**config.mk**
```make
export PLATFORM = sky130hd
export DESIGN_NAME = mcsl_top
export DESIGN_NICKNAME = d
export VERILOG_FILES = /design/src/hdl/mcsl_pkg.sv /design/src/hdl/mcsl_band_select.sv /design/src/hdl/mcsl_low_pulse_timer.sv /design/src/hdl/mcsl_top.sv
export SDC_FILE = /design/constraint.sdc
export NUM_CORES = 1
export LEC_CHECK = 0
export BUFFER_PORTS_ARGS = -buffer_cell sky130_fd_sc_hd__buf_2
export CAP_MARGIN = 25
export CORE_UTILIZATION = 35
export DETAILED_ROUTE_END_ITERATION = 7
export HOLD_SLACK_MARGIN = 0.05
export PLACE_DENSITY_LB_ADDON = 0.3
export SYNTH_ARGS = -nofsm -noshare
export SYNTH_HDL_FRONTEND = slang
export SYNTH_HIERARCHICAL = 1
export SYNTH_SLANG_ARGS = --single-unit
```
**constraint.sdc**
```tcl
create_clock -name core_clk -period 2.3 [get_ports core_clk]
set_input_delay 0.115 -clock core_clk [delete_from_list [all_inputs] [get_ports core_clk]]
set_output_delay 0.115 -clock core_clk [all_outputs]
set_load 0.005 [all_outputs]
```
**src/hdl/mcsl_pkg.sv**
```systemverilog
// Constants, register map and types for the module control-signal logic
package mcsl_pkg;

	// ------------------------------------------------------------
	// Clock and timing
	// ------------------------------------------------------------
	localparam int CLK_PERIOD_NS = 25;
	// Least low time on the shutdown input, in milliseconds
	localparam int FSD_MIN_TIME_MS = 1;
	// Rounded up to whole cycles: 40000 at 40 MHz
	localparam int FSD_MIN_CYCLES = (FSD_MIN_TIME_MS * 1000000 + CLK_PERIOD_NS - 1) / CLK_PERIOD_NS;
	// Longest band select delay, in microseconds
	localparam int BAND_MAX_DELAY_US = 10;
	// Rounded down to whole cycles: 400 at 40 MHz
	localparam int BAND_MAX_CYCLES = (BAND_MAX_DELAY_US * 1000) / CLK_PERIOD_NS;
	// Width of the pulse counter
	localparam int FSD_CNT_W = 20;

	// ------------------------------------------------------------
	// Band coding
	// ------------------------------------------------------------
	localparam logic [7:0] BAND_700 = 8'h11;

	// ------------------------------------------------------------
	// Register map (byte addresses)
	// ------------------------------------------------------------
	localparam logic [7:0] REG_CTRL = 8'h00;
	localparam logic [7:0] REG_CMD = 8'h04;
	localparam logic [7:0] REG_EVENT = 8'h08;
	localparam logic [7:0] REG_STATUS = 8'h0c;

	// Control register fields
	localparam int CTRL_WAKE_EN = 0;
	localparam int CTRL_PIN4_FSD = 1;
	localparam int CTRL_FSD_ARM = 2;
	localparam int CTRL_PIN4_OUT = 3;
	localparam int CTRL_PIN4_OE = 4;
	localparam int CTRL_W = 5;
	localparam logic [CTRL_W-1:0] CTRL_RESET = 5'h00;

	// Command register fields (write only, pulses)
	localparam int CMD_POWEROFF = 0;
	localparam int CMD_FAST = 1;

	// Event register fields (write only, pulses)
	localparam int EVT_RAISE = 0;
	localparam int EVT_RELEASE = 1;

	// Status register fields
	localparam int ST_WAKE = 0;
	localparam int ST_FSD_SEEN = 1;
	localparam int ST_BAND = 2;
	localparam int ST_TX = 3;
	localparam int ST_BUSY = 4;
	localparam int ST_OFF = 5;
	localparam int ST_SUPPRESS = 6;

	// ------------------------------------------------------------
	// Shutdown sequencer states
	// ------------------------------------------------------------
	typedef enum logic [2:0] {
		SD_IDLE,
		SD_FLUSH,
		SD_DEREG,
		SD_NOTIFY,
		SD_OFF
	} mcsl_state_type;

endpackage

```
**src/hdl/mcsl_band_select.sv**
```systemverilog
// Antenna band select output driven from the band in use
`timescale 1ns/1ps
module mcsl_band_select
	import mcsl_pkg::*;
(
	input wire logic core_clk,
	input wire logic rst_b,
	input wire logic [7:0] radio_band,
	output logic band_antenna_select
);

	logic sel_reg, sel_next; // Registered select level

	// Re-evaluated every cycle, so even brief scan hops show up;
	// one cycle of delay sits far inside BAND_MAX_CYCLES
	always_comb begin
		sel_next = (radio_band == BAND_700);
	end

	always_ff @(posedge core_clk or negedge rst_b) begin
		if (!rst_b) begin
			sel_reg <= 1'b0;
		end else begin
			sel_reg <= sel_next;
		end
	end

	assign band_antenna_select = sel_reg;

endmodule // mcsl_band_select

```
**src/hdl/mcsl_low_pulse_timer.sv**
```systemverilog
// Synchroniser and low pulse width timer for the fast shutdown input
`timescale 1ns/1ps
module mcsl_low_pulse_timer
	import mcsl_pkg::*;
#(
	parameter logic [FSD_CNT_W-1:0] MIN_CYCLES = FSD_CNT_W'(FSD_MIN_CYCLES)
) (
	input wire logic core_clk,
	input wire logic rst_b,
	input wire logic pin_in,
	input wire logic enable,
	output logic pulse_seen
);

	// ------------------------------------------------------------
	// State
	// ------------------------------------------------------------
	logic sync1_reg; // First stage, read only by second
	logic sync2_reg; // Stable copy of the pin
	logic [FSD_CNT_W-1:0] cnt_reg, cnt_next; // Cycles low so far
	logic fired_reg, fired_next; // Once per low pulse
	logic seen_reg, seen_next;

	// Two-stage synchroniser
	always_ff @(posedge core_clk or negedge rst_b) begin
		if (!rst_b) begin
			sync1_reg <= 1'b1;
			sync2_reg <= 1'b1;
		end else begin
			sync1_reg <= pin_in;
			sync2_reg <= sync1_reg;
		end
	end

	// Count low cycles; fire when the low time passes the minimum
	always_comb begin
		cnt_next = cnt_reg;
		fired_next = fired_reg;
		seen_next = 1'b0;
		if (!enable || sync2_reg) begin
			// Short or aborted pulses are simply forgotten
			cnt_next = '0;
			fired_next = 1'b0;
		end else if (!fired_reg) begin
			if (cnt_reg == MIN_CYCLES) begin
				// Low for MIN_CYCLES+1 samples: strictly longer than minimum
				seen_next = 1'b1;
				fired_next = 1'b1;
			end else begin
				cnt_next = cnt_reg + 1'b1;
			end
		end
	end

	always_ff @(posedge core_clk or negedge rst_b) begin
		if (!rst_b) begin
			cnt_reg <= '0;
			fired_reg <= 1'b0;
			seen_reg <= 1'b0;
		end else begin
			cnt_reg <= cnt_next;
			fired_reg <= fired_next;
			seen_reg <= seen_next;
		end
	end

	assign pulse_seen = seen_reg;

endmodule // mcsl_low_pulse_timer

```
**src/hdl/mcsl_top.sv**
```systemverilog
// Module control-signal logic: wake line, fast shutdown, band and TX outputs
//
// The placing of the registers and the address-and-strobe port are this design's own decisions.
`timescale 1ns/1ps
module mcsl_top
	import mcsl_pkg::*;
#(
	// Low cycles beyond which a shutdown pulse counts
	parameter logic [FSD_CNT_W-1:0] FSD_MIN_CYC = FSD_CNT_W'(FSD_MIN_CYCLES)
) (
	input wire logic core_clk,
	input wire logic rst_b,
	// Register port
	input wire logic [7:0] reg_addr,
	input wire logic [31:0] reg_wdata,
	input wire logic reg_wr,
	input wire logic reg_rd,
	output logic [31:0] reg_rdata,
	// Firmware events
	input wire logic incoming_call,
	input wire logic incoming_message,
	input wire logic notify_req,
	input wire logic flash_busy,
	input wire logic dereg_done,
	// Radio state
	input wire logic [7:0] radio_band,
	input wire logic tx_2g,
	input wire logic tx_3g,
	input wire logic tx_4g,
	// General pin four
	input wire logic general_pin_four_in,
	output logic general_pin_four_out,
	output logic general_pin_four_oe,
	output logic general_pin_four_pullup,
	// Control outputs
	output logic host_wake_line_n,
	output logic band_antenna_select,
	output logic tx_activity,
	output logic notify_out,
	output logic shutdown_notify,
	output logic dereg_req,
	output logic power_down
);

	// ------------------------------------------------------------
	// Declarations
	// ------------------------------------------------------------
	logic [CTRL_W-1:0] ctrl_reg, ctrl_next; // Software configuration
	logic [31:0] rdata_reg, rdata_next; // Read data, one cycle late
	logic wake_reg, wake_next; // High while wake is requested
	logic fsd_seen_reg, fsd_seen_next; // Sticky: pulse detected
	mcsl_state_type state_reg, state_next; // Shutdown sequencer
	logic fast_reg, fast_next; // Current shutdown skips deregistration
	logic suppress_reg, suppress_next; // Notifications muted
	logic notify_reg, notify_next; // Forwarded notification pulse
	logic sdn_reg, sdn_next; // Shutdown notification pulse
	logic tx_reg, tx_next; // Transmit activity level
	logic fsd_pulse; // One cycle: qualified shutdown pulse
	logic fsd_pin; // Shutdown input as seen by the timer
	logic pin4_fsd; // Pin four configured for shutdown
	logic wr_ctrl, wr_cmd, wr_evt; // Decoded write strobes
	logic soft_off, soft_fast; // Software poweroff command
	logic wake_cause; // Any event that wants the host awake

	// ------------------------------------------------------------
	// Pin four routing
	// ------------------------------------------------------------
	assign pin4_fsd = ctrl_reg[CTRL_PIN4_FSD];
	// Unconfigured pin reads as idle high, so it never shuts down
	assign fsd_pin = pin4_fsd ? general_pin_four_in : 1'b1;
	// Pull-up keeps an open configured pin at its inactive level
	assign general_pin_four_pullup = pin4_fsd;
	// As a shutdown input the pin is never driven by us
	assign general_pin_four_oe = ctrl_reg[CTRL_PIN4_OE] & ~pin4_fsd;
	assign general_pin_four_out = ctrl_reg[CTRL_PIN4_OUT];

	// ------------------------------------------------------------
	// Sub-blocks
	// ------------------------------------------------------------
	// Ignition ordering before the low pulse is the host's duty;
	// the timer only measures width on the synchronised pin
	mcsl_low_pulse_timer #(
		.MIN_CYCLES(FSD_MIN_CYC)
	) u_timer (
		.core_clk(core_clk),
		.rst_b(rst_b),
		.pin_in(fsd_pin),
		.enable(pin4_fsd & ctrl_reg[CTRL_FSD_ARM]),
		.pulse_seen(fsd_pulse)
	);

	mcsl_band_select u_band (
		.core_clk(core_clk),
		.rst_b(rst_b),
		.radio_band(radio_band),
		.band_antenna_select(band_antenna_select)
	);

	// ------------------------------------------------------------
	// Register decode
	// ------------------------------------------------------------
	always_comb begin
		wr_ctrl = 1'b0;
		wr_cmd = 1'b0;
		wr_evt = 1'b0;
		if (reg_wr && reg_addr == REG_CTRL) begin
			wr_ctrl = 1'b1;
		end else if (reg_wr && reg_addr == REG_CMD) begin
			wr_cmd = 1'b1;
		end else if (reg_wr && reg_addr == REG_EVENT) begin
			wr_evt = 1'b1;
		end
	end

	assign soft_off = wr_cmd & reg_wdata[CMD_POWEROFF];
	assign soft_fast = reg_wdata[CMD_FAST];

	// Control register and read data
	always_comb begin
		ctrl_next = ctrl_reg;
		rdata_next = 32'h0000_0000;
		if (wr_ctrl) begin
			ctrl_next = reg_wdata[CTRL_W-1:0];
		end
		if (reg_rd) begin
			if (reg_addr == REG_CTRL) begin
				rdata_next[CTRL_W-1:0] = ctrl_reg;
			end else if (reg_addr == REG_STATUS) begin
				rdata_next[ST_WAKE] = host_wake_line_n;
				rdata_next[ST_FSD_SEEN] = fsd_seen_reg;
				rdata_next[ST_BAND] = band_antenna_select;
				rdata_next[ST_TX] = tx_reg;
				rdata_next[ST_BUSY] = (state_reg != SD_IDLE) && (state_reg != SD_OFF);
				rdata_next[ST_OFF] = (state_reg == SD_OFF);
				rdata_next[ST_SUPPRESS] = suppress_reg;
			end else begin
				// Write-only and unmapped addresses read as zero
				rdata_next = 32'h0000_0000;
			end
		end
	end

	always_ff @(posedge core_clk or negedge rst_b) begin
		if (!rst_b) begin
			ctrl_reg <= CTRL_RESET;
			rdata_reg <= 32'h0000_0000;
		end else begin
			ctrl_reg <= ctrl_next;
			rdata_reg <= rdata_next;
		end
	end

	assign reg_rdata = rdata_reg;

	// ------------------------------------------------------------
	// Host wake line
	// ------------------------------------------------------------
	// Muted notifications do not wake the host either
	assign wake_cause = incoming_call | incoming_message | (notify_req & ~suppress_reg);

	always_comb begin
		wake_next = wake_reg;
		if (wr_evt && reg_wdata[EVT_RELEASE]) begin
			wake_next = 1'b0;
		end
		// Raise after release so a same-cycle event is not lost
		if (ctrl_reg[CTRL_WAKE_EN] && wake_cause) begin
			wake_next = 1'b1;
		end
		if (wr_evt && reg_wdata[EVT_RAISE]) begin
			wake_next = 1'b1;
		end
	end

	always_ff @(posedge core_clk or negedge rst_b) begin
		if (!rst_b) begin
			wake_reg <= 1'b0;
		end else begin
			wake_reg <= wake_next;
		end
	end

	// Idle high, low means wake up
	assign host_wake_line_n = ~wake_reg;

	// ------------------------------------------------------------
	// Notification path
	// ------------------------------------------------------------
	always_comb begin
		notify_next = notify_req & ~suppress_reg;
	end

	always_ff @(posedge core_clk or negedge rst_b) begin
		if (!rst_b) begin
			notify_reg <= 1'b0;
		end else begin
			notify_reg <= notify_next;
		end
	end

	assign notify_out = notify_reg;

	// ------------------------------------------------------------
	// Shutdown sequencer
	// ------------------------------------------------------------
	// Flash work always completes first; a fast shutdown then goes
	// straight to power down and never asks for deregistration
	always_comb begin
		state_next = state_reg;
		fast_next = fast_reg;
		suppress_next = suppress_reg;
		fsd_seen_next = fsd_seen_reg | fsd_pulse;
		sdn_next = 1'b0;
		case (state_reg)
			SD_IDLE: begin
				if (fsd_pulse) begin
					// Pin pulse wins over a software command in the same cycle
					state_next = SD_FLUSH;
					fast_next = 1'b1;
				end else if (soft_off) begin
					state_next = SD_FLUSH;
					fast_next = soft_fast;
					suppress_next = soft_fast;
				end
			end
			SD_FLUSH: begin
				if (!flash_busy) begin
					if (fast_reg) begin
						state_next = SD_OFF;
					end else begin
						state_next = SD_DEREG;
					end
				end
			end
			SD_DEREG: begin
				if (dereg_done) begin
					state_next = SD_NOTIFY;
				end
			end
			SD_NOTIFY: begin
				// Announce only when not muted
				sdn_next = ~suppress_reg;
				state_next = SD_OFF;
			end
			SD_OFF: begin
				// Held until reset
				state_next = SD_OFF;
			end
			default: begin
				state_next = SD_IDLE;
			end
		endcase
	end

	always_ff @(posedge core_clk or negedge rst_b) begin
		if (!rst_b) begin
			state_reg <= SD_IDLE;
			fast_reg <= 1'b0;
			suppress_reg <= 1'b0;
			fsd_seen_reg <= 1'b0;
			sdn_reg <= 1'b0;
		end else begin
			state_reg <= state_next;
			fast_reg <= fast_next;
			suppress_reg <= suppress_next;
			fsd_seen_reg <= fsd_seen_next;
			sdn_reg <= sdn_next;
		end
	end

	assign shutdown_notify = sdn_reg;
	// Never raised on the fast path
	assign dereg_req = (state_reg == SD_DEREG);
	assign power_down = (state_reg == SD_OFF);

	// ------------------------------------------------------------
	// Transmit activity
	// ------------------------------------------------------------
	always_comb begin
		tx_next = tx_2g | tx_3g | tx_4g;
	end

	always_ff @(posedge core_clk or negedge rst_b) begin
		if (!rst_b) begin
			tx_reg <= 1'b0;
		end else begin
			tx_reg <= tx_next;
		end
	end

	assign tx_activity = tx_reg;

endmodule // mcsl_top
```
# ---- Word-level counts from Yosys, hierarchy flattened
# Cells that the tools add are included.
dict set report op_classes {
  mul 0
  bitwise 13
  shifts 0
  n_mux 31
  n_eq_ne 15
  n_lt_le_gt_ge 0
  n_addsub 1
  div 0
  reduce_logical 19
}
# cell count
set ops {}
lappend ops {{20-bit 2-to-1 mux} 3}
lappend ops {{20-bit by 1-bit adder with 20-bit output (second input constant)} 1}
lappend ops {{20-bit by 16-bit equality test with 1-bit output (second input constant)} 1}
lappend ops {{1-bit 2-to-1 mux} 18}
lappend ops {{8-bit by 4-bit equality test with 1-bit output (second input constant)} 2}
lappend ops {{3-bit 2-to-1 mux} 5}
lappend ops {{7-bit 2-to-1 mux} 2}
lappend ops {{3-bit case mux with 4 select lines} 1}
lappend ops {{8-bit by 3-bit equality test with 1-bit output (second input constant)} 1}
lappend ops {{8-bit by 5-bit equality test with 1-bit output (second input constant)} 1}
lappend ops {{8-bit zero test} 1}
lappend ops {{1-bit logical AND} 7}
lappend ops {{3-bit by 2-bit equality test with 1-bit output (second input constant)} 2}
lappend ops {{2-bit != test (second input constant)} 3}
lappend ops {{3-bit AND reduction} 2}
lappend ops {{3-bit nonzero test} 2}
lappend ops {{5-bit 2-to-1 mux} 1}
lappend ops {{1-bit OR} 5}
lappend ops {{1-bit bitwise AND} 4}
lappend ops {{1-bit inverter} 4}
lappend ops {{2-bit AND reduction} 2}
lappend ops {{3-bit by 1-bit equality test with 1-bit output (second input constant)} 1}
lappend ops {{3-bit equality test (second input constant)} 1}
lappend ops {{3-bit zero test} 1}
lappend ops {{other kinds (8)} 8}
dict set report word_totals {
  latchBits 0
  ram_bits 0
  ff_bits 72
  out_inout_bits 42
  romBits 0
  memories 0
  elab_cells 95
}

# ---- Longest topological paths before layout
dict set report logic_depth {
  depth_word 9
  ltp_mapped 7
  depth_no_buf 6
}

# ---- Cells and area by module
# The synthesis kept the hierarchy.
# module cells_each instances area_each_um2
set by_module_without_submodules {}
lappend by_module_without_submodules {mcsl_low_pulse_timer 139 1 1282.5}
lappend by_module_without_submodules {mcsl_top 103 1 1154.9}
lappend by_module_without_submodules {mcsl_band_select 4 1 47.5}

# ---- Worst setup path after synthesis
# Ideal clock, no wire load.
dict set report synth_path {
  path_kind {register -> register}
  startpoint {register u_timer.cnt_reg[0]}
  endpoint {register u_timer.cnt_reg[0]}
  path_stages_with_launch 8
  setup_ns 0.122
  path_slack_ns 0.717
  t_arrival_ns 1.461
  path_buffers 1
  required_ns 2.178
  cell_sequence {dfrtp_1 inv_1 ha_1 nor4bb_1 and4_1 clkbuf_1 mux2i_1 nand2_1}
}
dict set report synth_between {
  elab_chain_cells 4
}
# element line
set synth_lines {}
lappend synth_lines {{start: declaration} mcsl_low_pulse_timer.sv:20} ;# logic [FSD_CNT_W-1:0] cnt_reg, cnt_next;
lappend synth_lines {{start signal: assignment} mcsl_low_pulse_timer.sv:61} ;# cnt_reg <= cnt_next;
lappend synth_lines {{20-bit by 1-bit adder with 20-bit output} mcsl_low_pulse_timer.sv:50} ;# cnt_next = cnt_reg + 1'b1;
lappend synth_lines {{20-bit 2-to-1 mux} mcsl_low_pulse_timer.sv:45} ;# if (cnt_reg == MIN_CYCLES) begin
lappend synth_lines {{20-bit 2-to-1 mux} mcsl_low_pulse_timer.sv:44} ;# end else if (!fired_reg) begin
lappend synth_lines {{20-bit 2-to-1 mux} mcsl_low_pulse_timer.sv:40} ;# if (!enable || sync2_reg) begin
# Parallel ways exist; a longest one is shown, timed or not. The select of a mux whose other input is x is not followed.
# A chain may end at the register's enable or synchronous reset.

# ---- Worst setup path in the final report
dict set report layout_path {
  startpoint {register u_timer.cnt_reg[0]}
  endpoint {register u_timer.cnt_reg[16]}
}
# Same word-level chain as after synthesis.

==> results.ini <==
[cts]
cts_setup_buffers=0
hold_buffers=7
cts_buffers=5
htree_levels=2
clk_pin_slew_ps=100
clock-sinks=47
cts_resized=0
insertion_delay_ps=300
clk_path_buf_depth=2
tritoncts=done
cts_root_buf=clkbuf_8

[logic_synthesis]
synth_area_um2=2480
yosys_warnings=6
synthTopCellsByCount=dfrtp_1, buf_4, nor2_1, nand2_1, a21oi_1
synth_area_leaders=dfrtp_1, buf_4, xnor2_1
synth_cell_types=53
synth.top_cell.area_share_pct=45.3
yosysSeqAreaShare_pct=47.4
ys_ff_latch=47
synthesis.instances=246
yosysMostFrequentCell=dfrtp_1
synth_flop_cell=dfrtp_1
synth_top_area_cell=dfrtp_1
ys_async_sr_fraction_pct=100
synth_edf_count=0
avgSynthCellArea_um2=10.1

[floorplan]
fp-row-count=30
core_um2=6830
die_w_um=86.3
dieHeight_um=86.3
pin_count=103
start_util_pct=36.4
dieArea_um2=7440

[worst_setup_path]
worstPathArrival_ps=2010
critical_path.cell_chain=ha_1 > nand3b_1 > nor3_1 > a21oi_1 > a31o_2
start_kind=register
end_kind=register
reg2reg_slack_ps=490
rr_worst_depth=5
path_buf_inv=0
critical_path_class=reg -> reg
r2r_end=u_timer/cnt_reg[16]
required_ps=2500
slowest_delay_ps=470
cp_top_family=simple AND/OR/NAND/NOR gates
rr_startpoint=u_timer/cnt_reg[0]
cp_max_fo=7
cp_slowest_cell=dfrtp_1

[timing]
worst_pin_slew_ps=625
hold_violations=0
max_freq_mhz=553
finalMaxSlewViolations=0
rsz0062_at_grt=false
max-slew-margin-rel_pct=58.3
setup_violations=0
period_share_pct=78.6
setup_tns_ps=0
finClkSkew_ps=7.88
min_period_ps=1810

[pwr]
p_leak_uw=0.00136
ir_worst_vdd_uv=338
p_int_uw=1190
switchingPower_uw=459
pwr-share-clk_pct=31.5
p_comb_share_pct=12.4
p_sw_share_pct=27.8
power_density_nw_per_um2=567
pwr-share-seq_pct=56.0

[grt]
top_usage_layer=met2
grt_use_met2_pct=25.5
track_usage_pct=15.1
grt_pass1_vias=1987
overflow=0
grt_max_degree=35
grt_pass1_wl_um=9000
grt.met1_usage_pct=19.5
antenna_found_initial=0
use_met3_pct=3.24

[placement]
gp_congestion=0.785
dp_hpwl_um=3650
io_buffer_count=50

[layout]
drive_above_1_share_pct=26.1
regArea_um2=1180
syn_to_final_growth_pct=17.3
fin_util_pct=42.7
multi_input_area_um2=1150
antenna_cells=0
largest_register_ffs=20
fin_nets=368
n_fill_cell=706

[routing]
wl_um=5060
ant_nets=0
drc=0
dr.pass1.iters=4
wl_per_cell_um=12.6
drtIter0Drc=70
vias=1936
routed_via_density=4.82

[run]
maxCapViolations=0

[status]
outcome=complete, no violations

[worst_hold_path]
hold_path_class=in -> reg
hold_start=radio_band[4]
hold_depth=2
hold_path_end=u_band/band_antenna_select

[power groups by stage]
stage	registers (uW)	clock network, uW	logic [uW]
after floorplan	927	0	140
after CTS	926	536	208
after global placement	941	0	198
final	926	521	206
after detailed placement	942	0	199
after global routing	936	570	244
[per-layer routing]
| metal | vias up | wire [um] |
|---|---|---|
| met5 | - | 0 |
| met4 | 0 | 47 |
| met3 | 7 | 228 |
| met2 | 53 | 2420 |
| met1 | 924 | 2370 |
| li1 | 952 | - |
[cell families after synthesis]
kind of cell / synth area share [%]
AOI/OAI and AO/OA: 9.17
and+or+nand+nor: 25.8
DFF: 47.4
adders and majority gates: 1.01
other: 0.151
xor gates and xnor gates: 3.17
muxes: 3.27
buffers and inverters: 9.97
[layout by cell type (no fill, tap or decap), drive strengths merged, types with 2 or more instances in the layout]
cell type / netlist / final
buf: 25 / 53
dfrtp: 45 / 45
conb: 1 / 25
nor2: 20 / 20
nand2: 14 / 14
a21oi: 12 / 12
nor4: 11 / 11
inv: 9 / 11
xnor2: 9 / 9
nand3: 8 / 8
nor3: 8 / 8
o21ai: 8 / 8
dlygate4sd3: 0 / 7
or3: 7 / 7
and3: 6 / 6
mux2: 6 / 6
clkbuf: 7 / 5
nand2b: 4 / 4
nand4b: 4 / 4
a22o: 3 / 3
nor2b: 3 / 3
nand4: 3 / 3
and4b: 2 / 2
nor3b: 2 / 2
and2: 2 / 2
nor4bb: 2 / 2
nor4b: 2 / 2
a31oi: 2 / 2
ha: 2 / 2
dfstp: 2 / 2
and4: 2 / 2
[per-stage QoR]
step,instance area [um^2],hold WS [ps],worst slack (ps),std cells,power [uW]
final,2920,77.8,493,402,1650
after global routing,2920,80.4,353,402,1750
after CTS,2920,74.2,511,402,1670
after detailed placement,2750,31.1,542,387,1140
after global placement,2750,27.8,554,387,1140
after floorplan,2570,-181,717,270,1070
[area by class of cell]
| cell class | instances | share of cell area [%] |
|---|---|---|
| Timing Repair Buffer | 60 | 11.8 |
| Sequential cell | 47 | 40.4 |
| Clock inverter | 3 | 0.773 |
| Clock buffer | 5 | 2.36 |
| Multi-Input combinational cell | 182 | 39.4 |
| Inverter | 9 | 1.16 |
| Tap cell | 96 | 4.12 |
[how the worst max path moves through the flow]
stage / startpoint / depth (start not counted) / endpoint
3_3_place_gp: u_timer/cnt_reg[1] / 5 / u_timer/cnt_reg[16]
6_report: u_timer/cnt_reg[0] / 5 / u_timer/cnt_reg[16]
4_1_cts: u_timer/cnt_reg[1] / 5 / u_timer/cnt_reg[16]
3_5_place_dp: u_timer/cnt_reg[0] / 6 / u_timer/cnt_reg[0]
2_1_floorplan: u_timer/cnt_reg[0] / 7 / u_timer/cnt_reg[0]
5_1_grt: u_timer/cnt_reg[1] / 5 / u_timer/cnt_reg[16]
Note: power is estimated with default switching activity, not from simulation.
